<file path="config.mk">
export PLATFORM = sky130hd
export DESIGN_NAME = dcc_top
export DESIGN_NICKNAME = d
export VERILOG_FILES = /design/src/core/dcc_pkg.sv /design/src/core/dcc_top.sv
export SDC_FILE = /design/constraint.sdc
export NUM_CORES = 1
export LEC_CHECK = 0
export ABC_AREA = 1
export BUFFER_PORTS_ARGS = -buffer_cell sky130_fd_sc_hd__buf_2
export CAP_MARGIN = 20
export CORE_MARGIN = 8
export CORE_UTILIZATION = 40
export DETAILED_ROUTE_END_ITERATION = 12
export PLACE_DENSITY = 0.75
export SYNTH_ARGS = -nofsm -noshare
export SYNTH_HDL_FRONTEND = slang
export SYNTH_SLANG_ARGS = --single-unit
</file>
<file path="constraint.sdc">
create_clock -name clock -period 1.25 [get_ports clock]
set_clock_uncertainty 0.05 [all_clocks]
set_input_delay 0.125 -clock clock [delete_from_list [all_inputs] [get_ports clock]]
set_output_delay 0.125 -clock clock [all_outputs]
set_load 0.05 [all_outputs]
</file>
<file path="src/core/dcc_pkg.sv">
// Constants, register map and carrier types for the doubler clock control.
// Assumes a 250 MHz core clock and a 32-bit APB register bus.
package dcc_pkg;
  localparam int unsigned CLK_PERIOD_NS = 4;
  localparam int unsigned SYNC_STAGES = 2;
  localparam int unsigned SYNC_INPUTS = 4;

  // Byte addresses
  localparam logic [31:0] OFS_CTRL1 = 32'h0000_0010;
  localparam logic [31:0] OFS_CTRL2 = 32'h0000_0014;
  localparam logic [31:0] OFS_CLAMP = 32'h0000_0018;
  localparam logic [31:0] OFS_STATUS = 32'h0000_001C;

  // Control 1 fields
  localparam int unsigned C1_POL = 0;
  localparam int unsigned C1_RSVD = 1;
  localparam int unsigned C1_EN = 2;
  localparam int unsigned C1_PINSEL = 3;
  // Clamp register fields
  localparam int unsigned CL_DET_EN = 0;
  localparam int unsigned CL_THR = 1;
  // Status fields
  localparam int unsigned ST_LEVEL = 0;
  localparam int unsigned ST_ABOVE = 1;
  localparam int unsigned ST_RUN = 2;

  // Sync input slots
  localparam int unsigned SI_PULSE = 0;
  localparam int unsigned SI_SLOW = 1;
  localparam int unsigned SI_FAST = 2;
  localparam int unsigned SI_PSC = 3;

  // Clock select codes
  localparam logic [3:0] SEL_STOP = 4'h0;
  localparam logic [3:0] SEL_PULSE = 4'h1;
  localparam logic [3:0] SEL_SLOW = 4'h2;
  localparam logic [3:0] SEL_PSC2 = 4'h3;
  localparam logic [3:0] SEL_PSC4 = 4'h4;
  localparam logic [3:0] SEL_PSC8 = 4'h5;
  localparam logic [3:0] SEL_PSC16 = 4'h6;
  localparam logic [3:0] SEL_PSC32 = 4'h7;
  localparam logic [3:0] SEL_FAST1 = 4'h8;
  localparam logic [3:0] SEL_FAST2 = 4'h9;
  localparam logic [3:0] SEL_FAST4 = 4'hA;
  localparam logic [3:0] SEL_DIV3 = 4'hB;
  localparam logic [3:0] SEL_PSC6 = 4'hC;
  localparam logic [3:0] SEL_PSC12 = 4'hD;
  localparam logic [3:0] SEL_PSC24 = 4'hE;
  localparam logic [3:0] SEL_PSC48 = 4'hF;

  localparam logic [1:0] DIV3_LAST = 2'h2;
  localparam logic [1:0] DIV3_FIRST = 2'h0;

  typedef struct packed {
    logic psel;
    logic penable;
    logic pwrite;
    logic [31:0] paddr;
    logic [31:0] pwdata;
  } dcc_apb_req_t;

  typedef struct packed {
    logic [3:0] clk_sel;
    logic output_polarity;
    logic enable;
    logic pin_sel;
    logic det_en;
    logic thr_sel;
  } dcc_ctrl_t;

  localparam dcc_ctrl_t CTRL_RESET = '0;
endpackage

</file>
<file path="src/core/dcc_top.sv">
// Doubler clock control: select, divide, clamp gating and pin steering.
// Assumes async clock pins sampled at 250 MHz and an analog comparator flag.
// Notes on behaviour
// - Code zero stops the clock; output rests low, or high/HZ with polarity set.
// - Code one routes the pulse counter pin; software enables that function.
// - Code two passes the low-speed crystal clock straight through.
// - Codes 3-7 divide prescaler by 2..32; codes C-F by 6..48.
// - Codes 8, 9, A give fast oscillator /1, /2, /4; software enables it.
// - Code B divides prescaler by three, high:low two to one, reversed by polarity.
// - Divided sources except divide-by-three have equal high and low time; codes 1, 2, 8 keep the input's duty.
// - Doubler runs only while enabled; pin select picks open-drain or CMOS pin.
// - With clamping, clock runs below threshold and stops above it.
// - Threshold has two levels; detection works only when detect enable is one.
// - Control port is channel four, data port five, written by group one writes.
// - System reset clears every control bit.
// - Pins taken by the doubler or clamp ignore general-purpose data and direction.
// - Synthesizer off puts both phase comparator outputs in high impedance.
module dcc_top
  import dcc_pkg::*;
(
  // Clock and reset
  input wire logic clock,
  input wire logic rst_b,
  // APB slave
  input wire dcc_apb_req_t apb_req,
  output logic pready,
  output logic pslverr,
  output logic [31:0] prdata,
  // Clock sources, asynchronous
  input wire logic pulse_count_input,
  input wire logic slow_osc_clk,
  input wire logic fast_osc_freq,
  input wire logic prescaler_input,
  // Clamp comparator
  input wire logic clamp_sense_above,
  output logic clamp_detect_enable,
  output logic clamp_thresh_high,
  // General-purpose port requests for shared pins
  input wire logic gp_od_data,
  input wire logic gp_od_dir,
  input wire logic gp_cmos_data,
  input wire logic gp_cmos_dir,
  input wire logic gp_sense_data,
  input wire logic gp_sense_dir,
  // Doubler pins
  output logic doubler_opendrain_out,
  output logic doubler_opendrain_oe,
  output logic doubler_cmos_out,
  output logic doubler_cmos_oe,
  output logic sense_pin_out,
  output logic sense_pin_oe,
  // Phase comparator outputs
  input wire logic synth_off,
  input wire logic [1:0] phase_cmp_data,
  input wire logic [1:0] phase_cmp_drive,
  output logic [1:0] phase_cmp_outputs,
  output logic [1:0] phase_cmp_oe
);

  // Synchronisers: stage 0 is read only by stage 1
  wire logic [SYNC_INPUTS-1:0] async_in;
  logic [SYNC_INPUTS-1:0] sync_q [SYNC_STAGES];
  logic [SYNC_INPUTS-1:0] prev_q;
  logic [SYNC_INPUTS-1:0] sync_out;
  logic [SYNC_INPUTS-1:0] rise;
  logic above_m_q;
  logic above_q;

  assign async_in = {prescaler_input, fast_osc_freq, slow_osc_clk, pulse_count_input};

  genvar gi;
  generate
    for (gi = 0; gi < SYNC_INPUTS; gi++) begin : g_sync
      always_ff @(posedge clock or negedge rst_b) begin
        if (!rst_b) begin
          sync_q[0][gi] <= 1'b0;
          sync_q[1][gi] <= 1'b0;
          prev_q[gi] <= 1'b0;
        end else begin
          sync_q[0][gi] <= async_in[gi];
          sync_q[1][gi] <= sync_q[0][gi];
          prev_q[gi] <= sync_q[1][gi];
        end
      end
      assign sync_out[gi] = sync_q[1][gi];
      assign rise[gi] = sync_q[1][gi] & ~prev_q[gi];
    end
  endgenerate

  always_ff @(posedge clock or negedge rst_b) begin
    if (!rst_b) begin
      above_m_q <= 1'b0;
      above_q <= 1'b0;
    end else begin
      above_m_q <= clamp_sense_above;
      above_q <= above_m_q;
    end
  end

  // Register file
  dcc_ctrl_t ctrl_q;
  dcc_ctrl_t ctrl_d;
  logic [31:0] prdata_q;
  logic [31:0] prdata_d;
  logic pslverr_q;
  logic lvl_q;
  logic lvl_d;

  wire logic access = apb_req.psel & apb_req.penable;
  // Writes land only at the completing edge, never in the wait cycle
  wire logic wr = access & pready & apb_req.pwrite;
  wire logic rd = access & ~apb_req.pwrite;
  wire logic hit_c1 = apb_req.paddr == OFS_CTRL1;
  wire logic hit_c2 = apb_req.paddr == OFS_CTRL2;
  wire logic hit_cl = apb_req.paddr == OFS_CLAMP;
  wire logic hit_st = apb_req.paddr == OFS_STATUS;
  wire logic hit_any = hit_c1 | hit_c2 | hit_cl | hit_st;
  wire logic running;

  always_comb begin
    ctrl_d = ctrl_q;
    if (wr && hit_c1) begin
      ctrl_d.output_polarity = apb_req.pwdata[C1_POL];
      ctrl_d.enable = apb_req.pwdata[C1_EN];
      ctrl_d.pin_sel = apb_req.pwdata[C1_PINSEL];
    end
    if (wr && hit_c2) begin
      ctrl_d.clk_sel = apb_req.pwdata[3:0];
    end
    if (wr && hit_cl) begin
      ctrl_d.det_en = apb_req.pwdata[CL_DET_EN];
      ctrl_d.thr_sel = apb_req.pwdata[CL_THR];
    end
  end

  // Bit one of control 1 is not stored and reads zero
  always_comb begin
    prdata_d = prdata_q;
    if (rd) begin
      prdata_d = '0;
      if (hit_c1) begin
        prdata_d[C1_POL] = ctrl_q.output_polarity;
        prdata_d[C1_EN] = ctrl_q.enable;
        prdata_d[C1_PINSEL] = ctrl_q.pin_sel;
      end
      if (hit_c2) begin
        prdata_d[3:0] = ctrl_q.clk_sel;
      end
      if (hit_cl) begin
        prdata_d[CL_DET_EN] = ctrl_q.det_en;
        prdata_d[CL_THR] = ctrl_q.thr_sel;
      end
      if (hit_st) begin
        prdata_d[ST_LEVEL] = lvl_q;
        prdata_d[ST_ABOVE] = above_q;
        prdata_d[ST_RUN] = running;
      end
    end
  end

  always_ff @(posedge clock or negedge rst_b) begin
    if (!rst_b) begin
      ctrl_q <= CTRL_RESET;
      prdata_q <= '0;
      pslverr_q <= 1'b0;
    end else begin
      ctrl_q <= ctrl_d;
      prdata_q <= prdata_d;
      pslverr_q <= access & ~hit_any;
    end
  end

  // One-wait slave: read data and error appear the cycle after the access
  // phase starts, so pready is withheld for exactly one access cycle.
  logic wait_q;
  always_ff @(posedge clock or negedge rst_b) begin
    if (!rst_b) begin
      wait_q <= 1'b0;
    end else begin
      wait_q <= access & ~wait_q;
    end
  end
  wire logic take = access & wait_q;
  assign pready = wait_q;
  assign prdata = prdata_q;
  assign pslverr = pslverr_q;

  // Dividers on synchronised source edges
  logic [4:0] psc_bin_q;
  logic [1:0] div3_q;
  logic [3:0] div6_q;
  logic [1:0] fast_bin_q;
  wire logic div3_wrap = rise[SI_PSC] & (div3_q == DIV3_LAST);

  always_ff @(posedge clock or negedge rst_b) begin
    if (!rst_b) begin
      psc_bin_q <= '0;
      div3_q <= DIV3_FIRST;
      div6_q <= '0;
      fast_bin_q <= '0;
    end else begin
      if (rise[SI_PSC]) begin
        psc_bin_q <= psc_bin_q + 5'h01;
        div3_q <= div3_wrap ? DIV3_FIRST : div3_q + 2'h1;
      end
      if (div3_wrap) begin
        div6_q <= div6_q + 4'h1;
      end
      if (rise[SI_FAST]) begin
        fast_bin_q <= fast_bin_q + 2'h1;
      end
    end
  end

  // Source select; binary counter bits are all square waves
  function automatic logic pick_source(input logic [3:0] sel, input logic [SYNC_INPUTS-1:0] s,
                                       input logic [4:0] pb, input logic [1:0] d3,
                                       input logic [3:0] d6, input logic [1:0] fb);
    logic r;
    r = 1'b0;
    unique case (sel)
      SEL_STOP: r = 1'b0;
      SEL_PULSE: r = s[SI_PULSE];
      SEL_SLOW: r = s[SI_SLOW];
      SEL_PSC2: r = pb[0];
      SEL_PSC4: r = pb[1];
      SEL_PSC8: r = pb[2];
      SEL_PSC16: r = pb[3];
      SEL_PSC32: r = pb[4];
      SEL_FAST1: r = s[SI_FAST];
      SEL_FAST2: r = fb[0];
      SEL_FAST4: r = fb[1];
      SEL_DIV3: r = (d3 != DIV3_LAST);
      SEL_PSC6: r = d6[0];
      SEL_PSC12: r = d6[1];
      SEL_PSC24: r = d6[2];
      SEL_PSC48: r = d6[3];
    endcase
    return r;
  endfunction

  wire logic raw = pick_source(ctrl_q.clk_sel, sync_out, psc_bin_q, div3_q, div6_q, fast_bin_q);
  wire logic clamp_hold = ctrl_q.det_en & above_q;
  assign running = ctrl_q.enable & ~clamp_hold;

  // Stopped level equals polarity: low with 0, high or released with 1
  assign lvl_d = running ? (raw ^ ctrl_q.output_polarity) : ctrl_q.output_polarity;

  always_ff @(posedge clock or negedge rst_b) begin
    if (!rst_b) begin
      lvl_q <= 1'b0;
    end else begin
      lvl_q <= lvl_d;
    end
  end

  // Pin steering; a pin owned by the doubler drops its port request
  wire logic od_own = ctrl_q.enable & ~ctrl_q.pin_sel;
  wire logic cmos_own = ctrl_q.enable & ctrl_q.pin_sel;
  assign doubler_opendrain_out = od_own ? 1'b0 : gp_od_data;
  assign doubler_opendrain_oe = od_own ? ~lvl_q : gp_od_dir;
  assign doubler_cmos_out = cmos_own ? lvl_q : gp_cmos_data;
  assign doubler_cmos_oe = cmos_own | gp_cmos_dir;
  // Comparator needs the sense pin released while detecting
  assign sense_pin_out = ctrl_q.det_en ? 1'b0 : gp_sense_data;
  assign sense_pin_oe = ctrl_q.det_en ? 1'b0 : gp_sense_dir;
  assign clamp_detect_enable = ctrl_q.det_en;
  assign clamp_thresh_high = ctrl_q.thr_sel;

  // Phase comparator float in synthesizer off
  assign phase_cmp_outputs = phase_cmp_data;
  assign phase_cmp_oe = synth_off ? 2'h0 : phase_cmp_drive;
endmodule

</file>
**Word level (Yosys, flattened, before mapping)**

Index checks and enable logic that the tools add are counted.

- Bitwise logic cells: 26
- Add/sub/neg operators: 4
- Muxes and demuxes: 14
- Equality and inequality tests: 21
- Reduce and logical (&&, ||, !) cells: 4

Operators by type and width:

| kind | number |
|---|---|
| $eq A32 B5 Y1 const B | 4 |
| $eq A4 B4 Y1 const B | 8 |
| $eq A4 B3 Y1 const B | 4 |
| $pmux W1 S16 | 1 |
| $and A1 B1 Y1 | 13 |
| $eq A4 B2 Y1 const B | 2 |
| $mux W2 | 4 |
| $not A1 Y1 | 8 |
| $mux W1 | 7 |
| $add A5 B1 Y5 const B | 1 |
| $add A2 B1 Y2 const B | 2 |
| $add A4 B1 Y4 const B | 1 |
| $eq A4 B1 Y1 const B | 1 |
| $logic_not A4 Y1 | 1 |
| $mux W4 | 1 |
| $or A1 B1 Y1 | 4 |
| $logic_and A1 B1 Y1 | 3 |
| $mux W3 | 1 |
| $eq A2 B2 Y1 const B | 1 |
| $ne A2 B2 Y1 const B | 1 |
| $xor A1 B1 Y1 | 1 |

- Flip-flop bits (word level): 41
- Output and inout port bits: 46

**Depth between registers and ports, before layout**

- Depth in word-level cells: 6
- Gate-level depth with buffers: 12
- Mapped depth without buffers: 12

**Least setup slack after synthesis**

OpenSTA, ideal clock, no wires.

- Path kind: reg-to-output
- Start: register ctrl_q[2] (netlist name)
- End: output doubler_cmos_out
- Cell stages (with the launch flop): 3
- Arrival: 1.536 ns
- Path slack: -0.461 ns
- Path buffers: 0
- Path through: dfrtp_1 > nand2_1 > o21ai_0

- Word-level cells in the longest chain between the ends: 2

RTL lines:

| what | line | RTL |
|---|---|---|
| start, declared | dcc_top.sv:101 | `dcc_ctrl_t ctrl_q;` |
| start signal, assigned | dcc_top.sv:167 | `ctrl_q <= ctrl_d;` |
| $and A1 B1 Y1 | dcc_top.sv:259 | `wire logic cmos_own = ctrl_q.enable & ctrl_q.pin_sel;` |
| $mux W1 | dcc_top.sv:262 | `assign doubler_cmos_out = cmos_own ? lvl_q : gp_cmos_data;` |
| end, declared | dcc_top.sv:48 | `output logic doubler_cmos_out,` |

No other way between the ends.

**Final worst setup path**

- Start: register ctrl_q[3] (netlist name)
- End: output doubler_opendrain_oe

- Word-level cells in the longest chain between the ends: 2

RTL lines:

| what | line | RTL |
|---|---|---|
| $and A1 B1 Y1 | dcc_top.sv:258 | `wire logic od_own = ctrl_q.enable & ~ctrl_q.pin_sel;` |
| $mux W1 | dcc_top.sv:261 | `assign doubler_opendrain_oe = od_own ? ~lvl_q : gp_od_dir;` |
| end, declared | dcc_top.sv:47 | `output logic doubler_opendrain_oe,` |

No other way between the ends.

==> flow_summary.json <==
{
  "result_of_the_run": "finished, violations left",
  "failed_checks": "setup timing",
  "shortest_period_the_worst_path_allows_ns": 1.41,
  "post_drt_wl_per_cell_um": 11.8,
  "timing.hold.worst.class": "in -> reg",
  "chipWidth_um": 91.5,
  "worst_ir_drop_vdd_mv": 1.17,
  "total_power_mw": 3.51,
  "drt_drc_violations_left": 0,
  "max_cap_violations": 0,
  "cts.htree.levels": 2,
  "critical_path.cell_chain": "inv_2, nor2_2, buf_6, a21oi_4, buf_6",
  "cts_inserted_buffers": 5,
  "fillers": 503,
  "crit_path_start_kind": "flip-flop",
  "clock-sinks": 41,
  "initial_core_util_pct": 41.4,
  "ys_ff_latch": 41,
  "synthesis.yosys.warnings": 0,
  "row_count": 27,
  "ctsLongestPathBuffers": 2,
  "timing.critical_path.slowest_cell_delay_ns": 0.41,
  "synth_sequential_area_ratio_pct": 45.0,
  "cp_max_fo": 2,
  "rsz_0062_raised_after_global_routing": "yes",
  "global_routing_usage_summed_across_all_routing_layers_pct": 12.7,
  "final_nets": 468,
  "largest_net_degree_at_the_start_of_global_routing": 27,
  "drt_pass1_iterations": 4,
  "post_synth_instance_area_um2": 2280,
  "clockRootBuffer": "sky130_fd_sc_hd__clkbuf_8",
  "routed_via_density": 4.49,
  "power.leakage_nw": 1.64,
  "initial_drc_count": 110,
  "timing.final.max_slew_violations": 0,
  "share_of_post_route_cells_with_drive_strength_above_1_pct": 37.2,
  "max_freq_mhz": 709,
  "power_per_cell_area_nw_per_um2": 1150,
  "fin_cells": 454,
  "post-synth-top-area-fraction_pct": 45.0,
  "avgSynthCellArea_um2": 8.08,
  "detailroute.via_count": 2038,
  "boundaryPins": 131,
  "area.growth.synth_to_final_pct": 34.4,
  "yosys-top-cells-area": "sky130_fd_sc_hd__dfrtp_1 45%, sky130_fd_sc_hd__nand2_1 10%, sky130_fd_sc_hd__buf_4 9.9%, sky130_fd_sc_hd__nor2_1 6.3%, sky130_fd_sc_hd__inv_1 4.9%",
  "netlist-cell-type-count": 28,
  "report.final.setup_viol": 8,
  "global_route.overflow_total": 0,
  "first_pass_grt_wire_length_um": 8890,
  "timing.final.hold_violations": 0,
  "min_period_over_period_pct": 113,
  "dp.final_hpwl_um": 4160,
  "io_buffers": 70,
  "dp_cells": 432,
  "antenna_cells_inserted": 0,
  "multi_input_area_um2": 1080,
  "core_region_area_um2": 5510,
  "final_antenna_net_count": 0,
  "chipHeight_um": 91.5,
  "cts_tree": "yes",
  "crit_path_end_kind": "output pin",
  "finalCoreUtilization_pct": 55.6,
  "syn_inst": 282,
  "clk-insertion-delay-late_ns": 0.31,
  "post-route-worst-setup-slack_ns": -0.160,
  "path_common_cell": "sky130_fd_sc_hd__buf_6",
  "place.gp.congestion": 0.816,
  "critical_path_class": "reg -> out",
  "pre_cts_ws_ns": -0.135,
  "clk_transition_reported_paths_ns": 0.09,
  "crit_slowest_cell": "sky130_fd_sc_hd__dfrtp_1",
  "grt_antenna_before_repair": 0,
  "via_count_of_the_first_global_routing_pass": 2036,
  "die_area_um2": 8370,
  "worstPathRequired_ns": 1.08,
  "finalWirelength_um": 5360,
  "crit_arrival_ns": 1.24,
  "netlist.top_cell.by_area": "sky130_fd_sc_hd__dfrtp_1",
  "regArea_um2": 1030
}
final timing paths:
path                       slack, ns             startpoint                       endpoint  cells past startpoint
hold reg to reg                 0.30    above_m_q$_DFF_PN0_              above_q$_DFF_PN0_                      0
setup reg to reg               -0.06  ctrl_q[6]$_DFFE_PN0P_                lvl_q$_DFF_PN0_                      9
min in group asynchronous       0.21                  rst_b          sync_out[3]$_DFF_PN0_                      2
max in group asynchronous       0.47                  rst_b          ctrl_q[5]$_DFFE_PN0P_                      3
hold / removal                  0.02             apb_req[1]  clamp_thresh_high$_DFFE_PN0P_                      3
setup / recovery               -0.16  ctrl_q[3]$_DFFE_PN0P_           doubler_opendrain_oe                      5
layer usage:
metal / up-vias / wire length, µm / global-route usage [%]
met2: 56 / 2740 / 22.7
met3: 8 / 472 / 5.02
met4: 0 / 69 / 4.50
li1: 1020 / - / -
met1: 954 / 2080 / 13.1
met5: - / 0 / 0
power breakdown:
| group | total (mW) | switching (mW) | internal [mW] |
|---|---|---|---|
| Sequential | 1.74 | 0.200 | 1.54 |
| Combinational | 0.885 | 0.539 | 0.346 |
| Clock | 0.884 | 0.489 | 0.396 |
| Total | 3.51 | 1.23 | 2.28 |
kinds of logic (layout without fill, tap and decap cells):
| group | count (synthesis) | in the layout | synth area share (%) |
|---|---|---|---|
| AO/OA/AOI/OAI | 25 | 25 | 5.71 |
| XOR/XNOR | 9 | 9 | 3.46 |
| adder cells (fa/ha/maj) | 2 | 2 | 1.10 |
| buffers and inverters | 63 | 136 | 15.4 |
| flip-flops | 41 | 41 | 45.0 |
| multiplexers | 2 | 2 | 0.988 |
| other | 1 | 28 | 0.165 |
| AND/OR/NAND/NOR | 139 | 139 | 28.2 |
state kept, by name (all words and copies together), names as in the netlist, 4 cells and up:
name / cells
ctrl_q: 7
psc_bin_q: 5
div6_q: 4
prdata: 4
sync_out: 4
sync_q: 4
metrics by stage:
stage                     cell area (µm²)  hold WS [ns]  TNS, ns
after floorplan                      2400        -0.221   -0.120
after global placement               2720       0.00477   -0.437
after detailed placement             2720       0.00369   -0.740
after CTS                            3020        0.0142   -0.646
after global routing                 3060        0.0426    -1.05
final                                3060        0.0180   -0.633
worst max-delay path: cells and delay by family (launching register included):
kind | cells | cell delay, ns
DFF | 1 | 0.41
and+or+nand+nor | 1 | 0.04
buffers and inverters | 3 | 0.36
AOI/OAI and AO/OA | 1 | 0.11
cell usage after synthesis (all sizes together):
cell and instances:
nor3 1, nand3b 1, o21ai 13, ha 2, o2111ai 1, nand2 69
mux2 2, and3 1, inv 32, or2 1, a31oi 1, conb 1
xor2 4, buf 31, xnor2 5, a21oi 10, nor2 46, dfrtp 41
nand3 15, nand4 5
final cells by class:
cell class | count | area share [%]
tap | 72 | 2.94
multi-input combinational | 205 | 35.4
clock buffer | 5 | 2.25
sequential | 41 | 33.7
clock inverter | 3 | 0.694
inverter | 32 | 3.92
timing repair buffer | 96 | 21.1
cells in the final DEF, fill, tap and decap left out, types with 6 or more instances in the layout:
cell	Yosys	layout
sky130_fd_sc_hd__buf_6	0	8
sky130_fd_sc_hd__buf_4	30	14
sky130_fd_sc_hd__nor2_2	3	7
sky130_fd_sc_hd__buf_2	1	63
sky130_fd_sc_hd__a21oi_1	10	8
sky130_fd_sc_hd__inv_2	2	6
sky130_fd_sc_hd__nand3_1	15	14
sky130_fd_sc_hd__nor2_1	38	29
sky130_fd_sc_hd__nand2_1	63	59
sky130_fd_sc_hd__nor2_4	4	9
sky130_fd_sc_hd__o21ai_0	8	6
sky130_fd_sc_hd__nand2_2	4	8
sky130_fd_sc_hd__inv_1	30	26
sky130_fd_sc_hd__conb_1	1	28
sky130_fd_sc_hd__o21ai_1	5	6
sky130_fd_sc_hd__dlygate4sd3_1	0	6
sky130_fd_sc_hd__dfrtp_1	41	37
repair_timing:
action,4_1_cts,5_1_grt
pin swaps,8,6
endpoints found under the hold margin,46,0
endpoints found under the setup margin,8,9
hold buffers,6,0
gates resized for setup,39,6
gates cloned,0,1
buffers inserted,5,2
Note: power is estimated with default switching activity, not from simulation.
